--- config.mk ---
export PLATFORM = sky130hd
export DESIGN_NAME = audio_path_gain_routing_regs
export DESIGN_NICKNAME = d
export VERILOG_FILES = /design/src/audio_regs_pkg.sv /design/src/audio_path_gain_routing_regs.sv
export SDC_FILE = /design/constraint.sdc
export NUM_CORES = 1
export LEC_CHECK = 0
export BUFFER_PORTS_ARGS = -buffer_cell sky130_fd_sc_hd__buf_2
export CAP_MARGIN = 25
export CORE_ASPECT_RATIO = 1.5
export CORE_MARGIN = 4
export CORE_UTILIZATION = 50
export CTS_CLUSTER_SIZE = 40
export DETAILED_ROUTE_END_ITERATION = 12
export PLACE_DENSITY = 0.69
export SETUP_SLACK_MARGIN = 0.05
export SYNTH_ARGS = -nofsm -noshare
export SYNTH_HDL_FRONTEND = slang
export SYNTH_SLANG_ARGS = --single-unit
--- constraint.sdc ---
create_clock -name clk -period 18.09 [get_ports clk]
set_input_delay 0.9045 -clock clk [delete_from_list [all_inputs] [get_ports clk]]
set_output_delay 0.9045 -clock clk [all_outputs]
set_load 0.1 [all_outputs]
--- src/audio_regs_pkg.sv ---
// register map, field layout and reset values for the audio path bank
// assumes one 8-bit register port in the system clock domain
package audio_regs_pkg;

   localparam int ADDR_W = 8;
   localparam int DATA_W = 8;

   // read/write registers, index order of the tables below
   localparam int NRW           = 25;
   localparam int IX_MIC_SEL    = 0;
   localparam int IX_REFS       = 1;
   localparam int IX_MIXIN_SEL  = 2;
   localparam int IX_MIXIN_GAIN = 3;
   localparam int IX_ADC_GAIN   = 4;
   localparam int IX_MIC_GAIN   = 5;
   localparam int IX_DACL_GAIN  = 6;
   localparam int IX_DACR_GAIN  = 7;
   localparam int IX_HPL_GAIN   = 8;
   localparam int IX_HPR_GAIN   = 9;
   localparam int IX_MOUTL_SEL  = 10;
   localparam int IX_MOUTR_SEL  = 11;
   localparam int IX_MICBIAS    = 12;
   localparam int IX_MIC_CTRL   = 13;
   localparam int IX_MIXIN_CTRL = 14;
   localparam int IX_ADC_CTRL   = 15;
   localparam int IX_DACL_CTRL  = 16;
   localparam int IX_DACR_CTRL  = 17;
   localparam int IX_HPL_CTRL   = 18;
   localparam int IX_HPR_CTRL   = 19;
   localparam int IX_MOUTL_CTRL = 20;
   localparam int IX_MOUTR_CTRL = 21;
   localparam int IX_IO         = 22;
   localparam int IX_ALC_CTRL   = 23;
   localparam int IX_CLIP_CTRL  = 24;

   localparam logic [7:0] RW_OFS [NRW] = '{
      8'h10, 8'h32, 8'h33, 8'h34, 8'h36, 8'h39, 8'h45, 8'h46, 8'h48,
      8'h49, 8'h4B, 8'h4C, 8'h62, 8'h63, 8'h65, 8'h67, 8'h69, 8'h6A,
      8'h6B, 8'h6C, 8'h6E, 8'h6F, 8'h91, 8'h2F, 8'hA1};
   localparam logic [7:0] RW_MASK [NRW] = '{
      8'h03, 8'h18, 8'h01, 8'h0F, 8'h7F, 8'h07, 8'h7F, 8'h7F, 8'h3F,
      8'h3F, 8'h01, 8'h01, 8'h0F, 8'hE0, 8'hF8, 8'hE0, 8'hE0, 8'hE0,
      8'hFC, 8'hFC, 8'h80, 8'h80, 8'h01, 8'h08, 8'h83};
   localparam logic [7:0] RW_RST [NRW] = '{
      8'h00, 8'h08, 8'h00, 8'h03, 8'h6F, 8'h01, 8'h6F, 8'h6F, 8'h39,
      8'h39, 8'h00, 8'h00, 8'h03, 8'h40, 8'h40, 8'h40, 8'h40, 8'h40,
      8'h40, 8'h40, 8'h00, 8'h00, 8'h00, 8'h00, 8'h00};

   // threshold register sits apart: it is a plain 7-bit field
   localparam int IX_CLIP_LEVEL = NRW;
   localparam logic [7:0] REG_CLIP_LEVEL  = 8'hA2;
   localparam logic [7:0] MASK_CLIP_LEVEL = 8'h7F;
   localparam logic [7:0] REG_OFS_MID     = 8'hA3;
   localparam logic [7:0] REG_OFS_UPPER   = 8'hA4;

   // gain channels with an active-gain readback
   localparam int NACT = 7;
   localparam int CH_MIC = 0;
   localparam int CH_ADC = 2;
   localparam int CH_HPL = 5;
   localparam int CH_HPR = 6;
   localparam logic [7:0] ACT_OFS [NACT] = '{
      8'h06, 8'h08, 8'h0A, 8'h0C, 8'h0D, 8'h0E, 8'h0F};
   localparam logic [6:0] ACT_RST [NACT] = '{
      7'h01, 7'h00, 7'h00, 7'h00, 7'h00, 7'h00, 7'h00};
   localparam int ACT_GAIN_IX [NACT] = '{
      IX_MIC_GAIN, IX_MIXIN_GAIN, IX_ADC_GAIN, IX_DACL_GAIN,
      IX_DACR_GAIN, IX_HPL_GAIN, IX_HPR_GAIN};
   localparam int ACT_CTRL_IX [NACT] = '{
      IX_MIC_CTRL, IX_MIXIN_CTRL, IX_ADC_CTRL, IX_DACL_CTRL,
      IX_DACR_CTRL, IX_HPL_CTRL, IX_HPR_CTRL};

   // field positions
   localparam int B_EN        = 7;
   localparam int B_MUTE      = 6;
   localparam int B_RAMP      = 5;
   localparam int B_OE        = 3;
   localparam int B_MIN_GAIN  = 2;
   localparam int B_MIX_EN    = 3;
   localparam int B_SEL       = 0;
   localparam int B_VMID_FAST = 4;
   localparam int B_BIAS_EN   = 3;
   localparam int B_MICB_EN   = 3;
   localparam int B_ALC_EN    = 3;
   localparam int B_CLIP_EN   = 7;
   localparam int B_IO_RANGE  = 0;

   localparam logic [1:0] MIC_SRC_RESERVED = 2'h3;
   localparam logic [6:0] DAC_MUTE_TOP     = 7'h07;
   localparam int         THR_SHIFT        = 9;

   // clip attack counts in units of 0.034 dB; one gain code is 0.75 dB
   localparam int         CLIP_UNIT_MDB  = 34;
   localparam int         GAIN_STEP_MDB  = 750;
   localparam logic [4:0] CLIP_UNITS_PER_CODE =
      5'(GAIN_STEP_MDB / CLIP_UNIT_MDB);

   typedef struct packed {
      logic       mic_en;
      logic       mic_mute;
      logic [1:0] mic_src;
      logic [2:0] mic_gain;
      logic       micbias_en;
      logic [2:0] micbias_level;
      logic       vmid_fast;
      logic       bias_en;
      logic       mixin_en;
      logic       mixin_mute;
      logic       mixin_mic_sel;
      logic [3:0] mixin_gain;
      logic       adc_en;
      logic       adc_mute;
      logic [6:0] adc_gain;
      logic [1:0] dac_en;
      logic [1:0] dac_mute;
      logic [6:0] dac_l_gain;
      logic [6:0] dac_r_gain;
      logic [1:0] phones_en;
      logic [1:0] phones_mute;
      logic [1:0] phones_drive;
      logic [5:0] left_phones_gain_code;
      logic [5:0] right_phones_gain_code;
      logic [1:0] mixout_en;
      logic [1:0] mixout_dac_sel;
      logic       io_low_range;
   } analog_ctrl_s;

endpackage
--- src/audio_path_gain_routing_regs.sv ---
// audio path control/status bank with active-gain tracking and clip guard
// assumes a decoded 8-bit register port and level samples on clk
`timescale 1ns/100ps

// Behaviour
// - clip guard enable bit seven, reset off
// - clip attack rate doubles per step code
// - clip threshold is (x+1)/128 full scale
// - read-only offset correction bits fifteen to eight
// - read-only offset correction bits nineteen to sixteen
// - mic gain code, status shows active
// - input mixer gain code and status
// - adc status reports active gain code
// - dac codes below eight mute
// - phones status reports active six-bit gain
// - mic source select, code three reserved
// - midrail charge mode bit four, slow reset
// - master bias bit three gates analog paths
// - input mixer connects mic when set and mix enable bit three of the mixer control is set
// - adc gain seven bits, reset 0x6F
// - dac gains seven bits, reset 0x6F
// - phones gains six bits, reset 0x39
// - output mixer routes its dac channel
// - mic gain three bits, reset one
// - level control enable gates clip guard changes, not the gain ramp
module audio_path_gain_routing_regs
   import audio_regs_pkg::*;
#(
   parameter int LEVEL_W = 16  // width of the level magnitude sample
) (
   input  wire logic                         clk,          // system clock
   input  wire logic                         rst,          // async reset
   input  wire logic                         ce,           // clock enable
   input  wire logic                         wr_en,        // write strobe
   input  wire logic                         rd_en,        // read strobe
   input  wire logic [audio_regs_pkg::ADDR_W-1:0] addr,    // register
   input  wire logic [audio_regs_pkg::DATA_W-1:0] wdata,   // write data
   output logic      [audio_regs_pkg::DATA_W-1:0] rdata,   // read data
   output logic                              rvalid,       // read done
   input  wire logic                         sample_tick,  // one per Fs
   input  wire logic [LEVEL_W-1:0]           adc_level,    // |output|
   input  wire logic [19:0]                  offset_value, // dc offset
   output audio_regs_pkg::analog_ctrl_s      ctl           // to analog
);
   import audio_regs_pkg::*;

   typedef struct packed {
      logic [NRW:0][7:0]      rw;
      logic [NACT-1:0][6:0]   act;
      logic [6:0]             clip_atten;
      logic [4:0]             clip_acc;
      logic [19:0]            ofs;
      logic [7:0]             rdata;
      logic                   rvalid;
      analog_ctrl_s           ctl;
   } state_s;

   state_s state_ff;
   state_s nxt_state;

   function automatic logic [6:0] step_to(input logic [6:0] cur,
                                          input logic [6:0] tgt);
      logic [6:0] r;
      r = cur;
      if (cur < tgt) begin
         r = cur + 7'd1;
      end else if (cur > tgt) begin
         r = cur - 7'd1;
      end
      return r;
   endfunction

   function automatic state_s reset_state();
      state_s s;
      s = '0;
      for (int i = 0; i < NRW; i++) begin
         s.rw[i] = RW_RST[i];
      end
      for (int c = 0; c < NACT; c++) begin
         s.act[c] = ACT_RST[c];
      end
      return s;
   endfunction

   logic [7:0]         ctrl_of [NACT];
   logic [6:0]         tgt_of  [NACT];
   logic               bias_on;
   logic               guard_on;
   logic               above_thr;
   logic [LEVEL_W:0]   thr_level;
   logic [5:0]         clip_sum;

   always_comb begin
      nxt_state = state_ff;
      bias_on   = state_ff.rw[IX_REFS][B_BIAS_EN];
      guard_on  = state_ff.rw[IX_ALC_CTRL][B_ALC_EN] &&
                  state_ff.rw[IX_CLIP_CTRL][B_CLIP_EN];
      thr_level = (LEVEL_W+1)'({1'b0, state_ff.rw[IX_CLIP_LEVEL][6:0]}
                  + 8'd1) << THR_SHIFT;
      above_thr = {1'b0, adc_level} > thr_level;
      clip_sum  = 6'(state_ff.clip_acc) +
                  (6'd1 << state_ff.rw[IX_CLIP_CTRL][1:0]);

      // register writes; read-only and unmapped offsets fall through
      if (wr_en) begin
         for (int i = 0; i < NRW; i++) begin
            if (addr == RW_OFS[i]) begin
               nxt_state.rw[i] = wdata & RW_MASK[i];
            end
         end
         if (addr == REG_CLIP_LEVEL) begin
            nxt_state.rw[IX_CLIP_LEVEL] = wdata & MASK_CLIP_LEVEL;
         end
         // reserved source code would leave the input undefined
         if (addr == RW_OFS[IX_MIC_SEL] &&
             wdata[1:0] == MIC_SRC_RESERVED) begin
            nxt_state.rw[IX_MIC_SEL] = state_ff.rw[IX_MIC_SEL];
         end
      end

      // clip guard lowers the adc gain only while level control is on
      if (!guard_on) begin
         nxt_state.clip_atten = '0;
         nxt_state.clip_acc   = '0;
      end else if (sample_tick && above_thr) begin
         if (clip_sum >= 6'(CLIP_UNITS_PER_CODE)) begin
            nxt_state.clip_acc = 5'(clip_sum - 6'(CLIP_UNITS_PER_CODE));
            if (state_ff.clip_atten < state_ff.rw[IX_ADC_GAIN][6:0]) begin
               nxt_state.clip_atten = state_ff.clip_atten + 7'd1;
            end
         end else begin
            nxt_state.clip_acc = 5'(clip_sum);
         end
      end

      // active gain follows its gain field while the path is on
      for (int c = 0; c < NACT; c++) begin
         ctrl_of[c] = state_ff.rw[ACT_CTRL_IX[c]];
         tgt_of[c]  = state_ff.rw[ACT_GAIN_IX[c]][6:0];
         if (c == CH_ADC) begin
            tgt_of[c] = tgt_of[c] - state_ff.clip_atten;
         end
         if ((c == CH_HPL || c == CH_HPR) && ctrl_of[c][B_MIN_GAIN]) begin
            tgt_of[c] = '0;
         end
         if (ctrl_of[c][B_EN] && bias_on) begin
            if (!ctrl_of[c][B_RAMP]) begin
               nxt_state.act[c] = tgt_of[c];
            end else if (sample_tick) begin
               nxt_state.act[c] = step_to(state_ff.act[c], tgt_of[c]);
            end
         end
      end

      nxt_state.ofs = offset_value;

      // read path, one cycle after the strobe
      nxt_state.rvalid = rd_en;
      if (rd_en) begin
         nxt_state.rdata = '0;
         for (int i = 0; i <= NRW; i++) begin
            if (addr == (i == NRW ? REG_CLIP_LEVEL : RW_OFS[i])) begin
               nxt_state.rdata = state_ff.rw[i];
            end
         end
         for (int c = 0; c < NACT; c++) begin
            if (addr == ACT_OFS[c]) begin
               nxt_state.rdata = {1'b0, state_ff.act[c]};
            end
         end
         if (addr == REG_OFS_MID) begin
            nxt_state.rdata = state_ff.ofs[15:8];
         end
         if (addr == REG_OFS_UPPER) begin
            nxt_state.rdata = {4'h0, state_ff.ofs[19:16]};
         end
      end

      // analog controls; master bias off takes every path down
      nxt_state.ctl.mic_en        = bias_on && ctrl_of[CH_MIC][B_EN];
      nxt_state.ctl.mic_mute      = ctrl_of[CH_MIC][B_MUTE];
      nxt_state.ctl.mic_src       = state_ff.rw[IX_MIC_SEL][1:0];
      nxt_state.ctl.mic_gain      = state_ff.act[CH_MIC][2:0];
      nxt_state.ctl.micbias_en    = bias_on &&
                                    state_ff.rw[IX_MICBIAS][B_MICB_EN];
      nxt_state.ctl.micbias_level = state_ff.rw[IX_MICBIAS][2:0];
      nxt_state.ctl.vmid_fast     =
         state_ff.rw[IX_REFS][B_VMID_FAST];
      nxt_state.ctl.bias_en       = bias_on;
      nxt_state.ctl.mixin_en      = bias_on &&
                                    state_ff.rw[IX_MIXIN_CTRL][B_EN];
      nxt_state.ctl.mixin_mute    = state_ff.rw[IX_MIXIN_CTRL][B_MUTE];
      nxt_state.ctl.mixin_mic_sel = state_ff.rw[IX_MIXIN_CTRL][B_MIX_EN]
                                 && state_ff.rw[IX_MIXIN_SEL][B_SEL];
      nxt_state.ctl.mixin_gain    = state_ff.act[1][3:0];
      nxt_state.ctl.adc_en        = bias_on && ctrl_of[CH_ADC][B_EN];
      nxt_state.ctl.adc_mute      = ctrl_of[CH_ADC][B_MUTE];
      nxt_state.ctl.adc_gain      = state_ff.act[CH_ADC];
      for (int d = 0; d < 2; d++) begin
         nxt_state.ctl.dac_en[d]   = bias_on && ctrl_of[3+d][B_EN];
         nxt_state.ctl.dac_mute[d] = ctrl_of[3+d][B_MUTE] ||
                                     state_ff.act[3+d] <= DAC_MUTE_TOP;
         nxt_state.ctl.phones_en[d]    = bias_on && ctrl_of[5+d][B_EN];
         nxt_state.ctl.phones_mute[d]  = ctrl_of[5+d][B_MUTE];
         nxt_state.ctl.phones_drive[d] = ctrl_of[5+d][B_OE];
         nxt_state.ctl.mixout_en[d]    =
            bias_on && state_ff.rw[IX_MOUTL_CTRL+d][B_EN];
         nxt_state.ctl.mixout_dac_sel[d] =
            state_ff.rw[IX_MOUTL_SEL+d][B_SEL];
      end
      nxt_state.ctl.dac_l_gain             = state_ff.act[3];
      nxt_state.ctl.dac_r_gain             = state_ff.act[4];
      nxt_state.ctl.left_phones_gain_code  = state_ff.act[CH_HPL][5:0];
      nxt_state.ctl.right_phones_gain_code = state_ff.act[CH_HPR][5:0];
      nxt_state.ctl.io_low_range = state_ff.rw[IX_IO][B_IO_RANGE];
   end

   // ce low freezes every flop, including the read answer
   always_ff @(posedge clk or posedge rst) begin
      if (rst) begin
         state_ff <= reset_state();
      end else if (ce) begin
         state_ff <= nxt_state;
      end
   end

   assign rdata  = state_ff.rdata;
   assign rvalid = state_ff.rvalid;
   assign ctl    = state_ff.ctl;

endmodule

==> results of run 1 <==
cell type report:
type / count / area [µm²]
Clock buffer: 38 / 777
Clock inverter: 10 / 154
Fill cell: 2803 / 14400
Inverter: 88 / 338
Multi-Input combinational cell: 1151 / 8650
Sequential cell: 246 / 6210
Tap cell: 410 / 513
Timing Repair Buffer: 142 / 746
power groups by stage:
stage / clock (µW) / sequential [µW] / combinational, µW
floorplan: 0 / 593 / 204
global placement: 0 / 602 / 241
detailed placement: 0 / 602 / 248
CTS: 596 / 593 / 250
global route: 618 / 596 / 275
finish: 582 / 594 / 251
stage by stage:
| stage | utilization, % | power, µW | hold WS, ps |
|---|---|---|---|
| after detailed placement | 51.7 | 851 | 471 |
| after global placement | 51.7 | 843 | 459 |
| after floorplan | - | 796 | 445 |
| final | 54.6 | 1430 | 487 |
| after CTS | 54.6 | 1440 | 486 |
| after global routing | 54.6 | 1490 | 516 |
cells in the mapped netlist, types with 22 or more instances:
cell type,number
mux2_2,149
nand2_1,119
mux2i_1,27
dfstp_2,40
inv_1,86
nor2_1,84
nand3_1,37
o21ai_0,113
clkbuf_1,34
xnor2_1,28
nor2b_1,25
dfrtp_1,206
buf_4,84
ha_1,96
a21oi_1,111
a21o_1,22
layer usage:
layer	wire (µm)	GRT usage [%]
met5	7	0
met4	2510	12.7
met3	2830	3.79
met2	23100	45.4
met1	19800	35.1
kinds of logic (layout without fill, tap and decap cells):
family	Yosys count	count (layout)	synth area share [%]
simple gates	399	399	13.4
fa+ha+maj	105	105	8.55
xor+xnor	46	46	2.49
flops	246	246	38.4
compound gates	425	425	17.0
buf+inv	241	278	8.05
mux	176	176	12.1
worst max path at each step:
stage	cells after the start	endpoint	slack, ps
6_report	20	nxt_state[47]	13560
2_1_floorplan	1	ctl[0]	10490
3_3_place_gp	21	nxt_state[46]	13720
5_1_grt	21	nxt_state[46]	13240
3_5_place_dp	20	nxt_state[47]	13560
4_1_cts	20	nxt_state[47]	13550
sequential cells by signal, summed over array words and instances (netlist names):
name       flops
ctl           70
nxt_state     49
ctrl_of       29
rdata          8
rvalid         1
state_ff      88
bias_on        1
worst min-delay path, cell delays in order, from the launching register on:
cell     delay [ps]
dfrtp_1         350
nand2_1          50
nand2_1          50
==> metrics.yaml, run 1 <==
worst_clock_skew_ps: 10.6
clk_latency_ps: 550
crit_family: "adder cells"
antenna_left: 0
dpl.cell_count: 2037
vias_per_cell: 6.16
fin_nets: 1818
antenna_found_initial: 1
drive_gt1_share_pct: 25.6
synth-edff-count: 0
rrSetupSlack_ps: 13560
crit_fanout: 6
cp_slowest_cell: "fa_1"
rr_startpoint: "state_ff[104]"
async_flop_share_pct: 100
final.min_clock_period_ps: 4530
max_freq_mhz: 221
power.density_mw_per_mm2: 82.0
core_mm2: 0.0318
crit_start: "state_ff[104]"
post-route-drc-count: 0
initial_core_util_pct: 50.8
power.internal_uw: 1010
grt_start_max_net_pins: 129
seqPwrFrac_pct: 41.6
ys_types: 109
cp.buffers_inverters: 2
place_area_mm2: 0.0165
clockPowerShare_pct: 40.8
cp.arrival_ps: 4970
io_buffer_count: 128
numCtsBuffers: 26
path_common_cell: "a21oi_1"
slew_viol_final: 0
synth_top_area_share_pct: 31.9
hold_viol: 0
combPwrFrac_pct: 17.6
gp_congestion: 0.990
synth-main-ff-cell: "dfrtp_1"
mostFrequentLayoutCell: "dfrtp_1"
cts_tree: "built"
design.die.area_mm2: 0.0353
setup_tns_ps: 0
htree_levels: 1
die_h_um: 228
r2r_cells: 20
yosysSeqAreaShare_pct: 38.4
rows: 80
antenna_cells: 0
slowest_delay_ps: 450
whs_path_depth: 2
area_growth_pct: 7.59
synth_seq_cells: 246
start_kind: "register"
required_ps: 18520
post-dp-hpwl_um: 36000
cellLeakagePower_uw: 0.00820
layout_common_cells: "206 x dfrtp_1, 149 x mux2_2, 128 x buf_2"
tightest_slew_ps: 1000
drv_cap: 0
clk_path_buf_depth: 3
fin_crit_sh_pct: 25.1
ir_drop_mv: 0.0792
netlist_instances: 1638
synth_area_per_cell_um2: 9.86
grt_pass1_vias: 13300
crit_type: "reg2reg"
wl_per_cell_um: 23.2
synth_area_leaders: "dfrtp_1 32%, mux2_2 10%, ha_1 7.4%, dfstp_2 6.5%, buf_4 3.9%"
rsz0062_at_grt: "no"
vias: 12900
power.switching_uw: 419
die_w_um: 155
path_clk_slew_ps: 60
setup_violations: 0
p_sw_share_pct: 29.4
grt_pass1_wl_um: 76100
synth_nets: 1801
postCtsResizedCells: 0
io_pins: 137
grt_usage_pct: 27.3
post_cts_buffers: 0
design_area_mm2: 0.0174
grt_overflow: 0
dpl_worst_slack_ps: 13560
max_slew_margin_pct: 33.0
end_kind: "register"
hold_end: "state_ff[99]"
path_cells: "ha_1 -> inv_1 -> fa_1 -> a21o_1 -> a21oi_1 -> o21bai_1 -> a21oi_1 -> xor2_1 -> ha_1 -> nor2b_1 -> nor3_1 -> inv_1 -> fa_1 -> a21oi_1 -> nor2_1 -> nor2_1 -> o21ai_0 -> xor2_1 -> a2bb2oi_1 -> o22a_1"
status: "completed"
dr.pass1.iters: 6
routed_wl_um: 48300
min_from: "state_ff[99]"
cts_sinks: 246
cts_root_buffer: "clkbuf_16"
syn_area_mm2: 0.0162
drt_iter0_markers: 1027
final_cells: 2085
setup_ws_ps: 13560
yosys.area.top_type: "dfrtp_1"
yosys_warnings: 0
hp-class: "reg2reg"
holdBufCountCts: 0
reg2reg_to: "nxt_state[47]"
No activity file was read; power rests on OpenSTA's default activity.
==> inputs of run 2 (changes only) <==
==> constraint.sdc (replaced) <==
create_clock -name clk -period 4.7 [get_ports clk]
set_input_delay 0.235 -clock clk [delete_from_list [all_inputs] [get_ports clk]]
set_output_delay 0.235 -clock clk [all_outputs]
set_load 0.1 [all_outputs]
==> metrics.yaml, run 2 (same netlist as run 1, synthesis figures left out) <==
status: "completed"  # unchanged
die_w_um: 155  # unchanged
mostFrequentLayoutCell: "dfrtp_1"  # unchanged
gp_congestion: 1.01  # was 0.990
crit_family: "compound AO/OA/AOI/OAI gates"  # was adder cells
antenna_left: 0  # unchanged
cp.arrival_ps: 4790  # was 4970 ps
antenna_cells: 0  # unchanged
cp_slowest_cell: "dfrtp_1"  # was fa_1
design.die.area_mm2: 0.0353  # unchanged
design_area_mm2: 0.0174  # about the same
routed_wl_um: 48500  # was 48300 µm
tightest_slew_ps: 954  # was 1000 ps
fillers: 2841  # was 2803
htree_levels: 1  # unchanged
grt_start_max_net_pins: 151  # was 129
hp-class: "in2reg"  # was reg2reg
path_common_cell: "a21oi_1"  # unchanged
slowest_delay_ps: 410  # was 450 ps
fin_crit_sh_pct: 93.0  # was 25.1%
die_h_um: 228  # unchanged
drive_gt1_share_pct: 25.4  # was 25.6%
drv_cap: 0  # unchanged
setup_violations: 0  # unchanged
core_mm2: 0.0318  # unchanged
clk_latency_ps: 550  # about the same
power_uw: 5220  # was 1430 µW
vias: 12800  # was 12900
final.min_clock_period_ps: 4370  # was 4530 ps
cp.buffers_inverters: 2  # unchanged
final_cells: 2098  # was 2085
crit_fanout: 6  # unchanged
vias_per_cell: 6.11  # was 6.16
wl_per_cell_um: 23.1  # was 23.2 µm
antenna_found_initial: 1  # unchanged
largest_register_ffs: 88  # unchanged
ir_drop_mv: 0.316  # was 0.0792 mV
io_buffer_count: 128  # unchanged
area_growth_pct: 7.77  # was 7.59%
max_freq_mhz: 229  # was 221 MHz
clk_path_buf_depth: 3  # unchanged
drt_iter0_markers: 922  # was 1027
rsz0062_at_grt: "no"  # unchanged
path_cells: "ha_1 -> inv_1 -> fa_1 -> a21o_1 -> a21oi_2 -> o21bai_1 -> a21oi_1 -> xor2_1 -> ha_1 -> nand4_1 -> a21oi_1 -> nor3_2 -> inv_1 -> ha_1 -> a21o_1 -> a21oi_1 -> o21bai_1 -> a21oi_1 -> xor2_1 -> mux2i_1 -> mux2_2"  # was ha_1 -> inv_1 -> fa_1 -> a21o_1 -> a21oi_1 -> o21bai_1 -> a21oi_1 -> xor2_1 -> ha_1 -> nor2b_1 -> nor3_1 -> inv_1 -> fa_1 -> a21oi_1 -> nor2_1 -> nor2_1 -> o21ai_0 -> xor2_1 -> a2bb2oi_1 -> o22a_1
post-route-util_pct: 54.7  # was 54.6%
largest_register: "state_ff"  # unchanged
end_kind: "register"  # unchanged
hold_viol: 0  # unchanged
layout_common_cells: "206 x dfrtp_1, 149 x mux2_2, 128 x buf_2"  # unchanged
rows: 80  # unchanged
path_clk_slew_ps: 60  # about the same
slew_viol_final: 0  # unchanged
cts_tree: "built"  # unchanged
fin_nets: 1831  # was 1818
crit_type: "reg2reg"  # unchanged
numCtsBuffers: 26  # unchanged
grt_usage_pct: 27.1  # was 27.3%
grt_pass1_vias: 13000  # was 13300
power.density_mw_per_mm2: 300  # was 82.0 mW/mm²
grt_overflow: 0  # unchanged
place_area_mm2: 0.0165  # about the same
post-route-drc-count: 0  # unchanged
required_ps: 5120  # was 18520 ps
post_cts_buffers: 0  # unchanged
dpl.cell_count: 2037  # unchanged
initial_core_util_pct: 50.8  # unchanged
cts_root_buffer: "clkbuf_16"  # unchanged
dr.pass1.iters: 7  # was 6
cts_sinks: 246  # unchanged
grt_pass1_wl_um: 75800  # was 76100 µm
start_kind: "register"  # unchanged
setup_tns_ps: 0  # unchanged
cellLeakagePower_uw: 0.00820  # about the same
worst_clock_skew_ps: 22.5  # was 10.6 ps
post-dp-hpwl_um: 35800  # was 36000 µm
max_slew_margin_pct: 36.4  # was 33.0%
io_pins: 137  # unchanged
[run 2: cell count changes in the layout (fill, tap and decap cells not counted), moves of 2 or more]
cell           previous run  this run
dlygate4sd3_1             0        13
clkinvlp_4                0         2
clkinv_2                  5        10
buf_12                    0         2
buf_4                    14        12
clkbuf_8                  6         2
bufinv_16                 4         0
[run 2: metrics by stage]
step / setup WS (ps) / hold slack (ps)
after floorplan: 652 / 356
after global placement: 333 / 448
after detailed placement: 220 / 455
after CTS: 191 / 83.8
after global routing: 78.3 / 110
final: 331 / 114
[run 2: layout make-up]
class                      instances  area [µm²]  share of cell area, %
sequential                       246        6210                   35.6
timing repair buffer             155         901                   5.17
multi-input combinational       1151        8660                   49.7
clock buffer                      35         726                   4.17
clock inverter                    13        75.1                  0.431
inverter                          88         334                   1.92
tap                              410         513                   2.95
[run 2: per-layer routing]
layer / wire length, µm / global-route usage (%)
met5: 7 / 0
met4: 2050 / 10.6
met3: 3290 / 4.42
met2: 23600 / 45.9
met1: 19500 / 34.7
[run 2: repair_timing]
| item | CTS | global route |
|---|---|---|
| hold buffers | 13 | 0 |
| endpoints found under the hold margin | 92 | 0 |
| resized for setup | 0 | 2 |
| endpoints found under the setup margin | 0 | 2 |
[run 2: worst reg2reg max path: cells and delay by family (launching register included)]
| kind | cells | cell delay, ps |
|---|---|---|
| AO/OA/AOI/OAI | 9 | 1410 |
| adder cells (fa/ha/maj) | 4 | 1180 |
| flip-flops | 1 | 410 |
| XOR/XNOR | 2 | 390 |
| multiplexers | 2 | 360 |
| AND/OR/NAND/NOR | 2 | 290 |
| buffers and inverters | 2 | 220 |
[run 2: where the power goes]
group	internal, µW	switching (µW)	leakage [µW]
clock network	1090	873	0.000402
registers	2200	87.6	0.00317
logic	328	647	0.00462
[run 2: path summary, 6_finish.rpt]
path	slack, ps	cells after the start	from	to
worst max-delay path	330	21	state_ff[104]	nxt_state[46]
worst min-delay path	110	3	wdata[3]	state_ff[219]
worst max register to register	330	21	state_ff[104]	nxt_state[46]
worst min register to register	470	2	state_ff[99]	state_ff[99]
max in group asynchronous	3540	4	rst	ctrl_of[10]
min in group asynchronous	400	4	rst	state_ff[104]
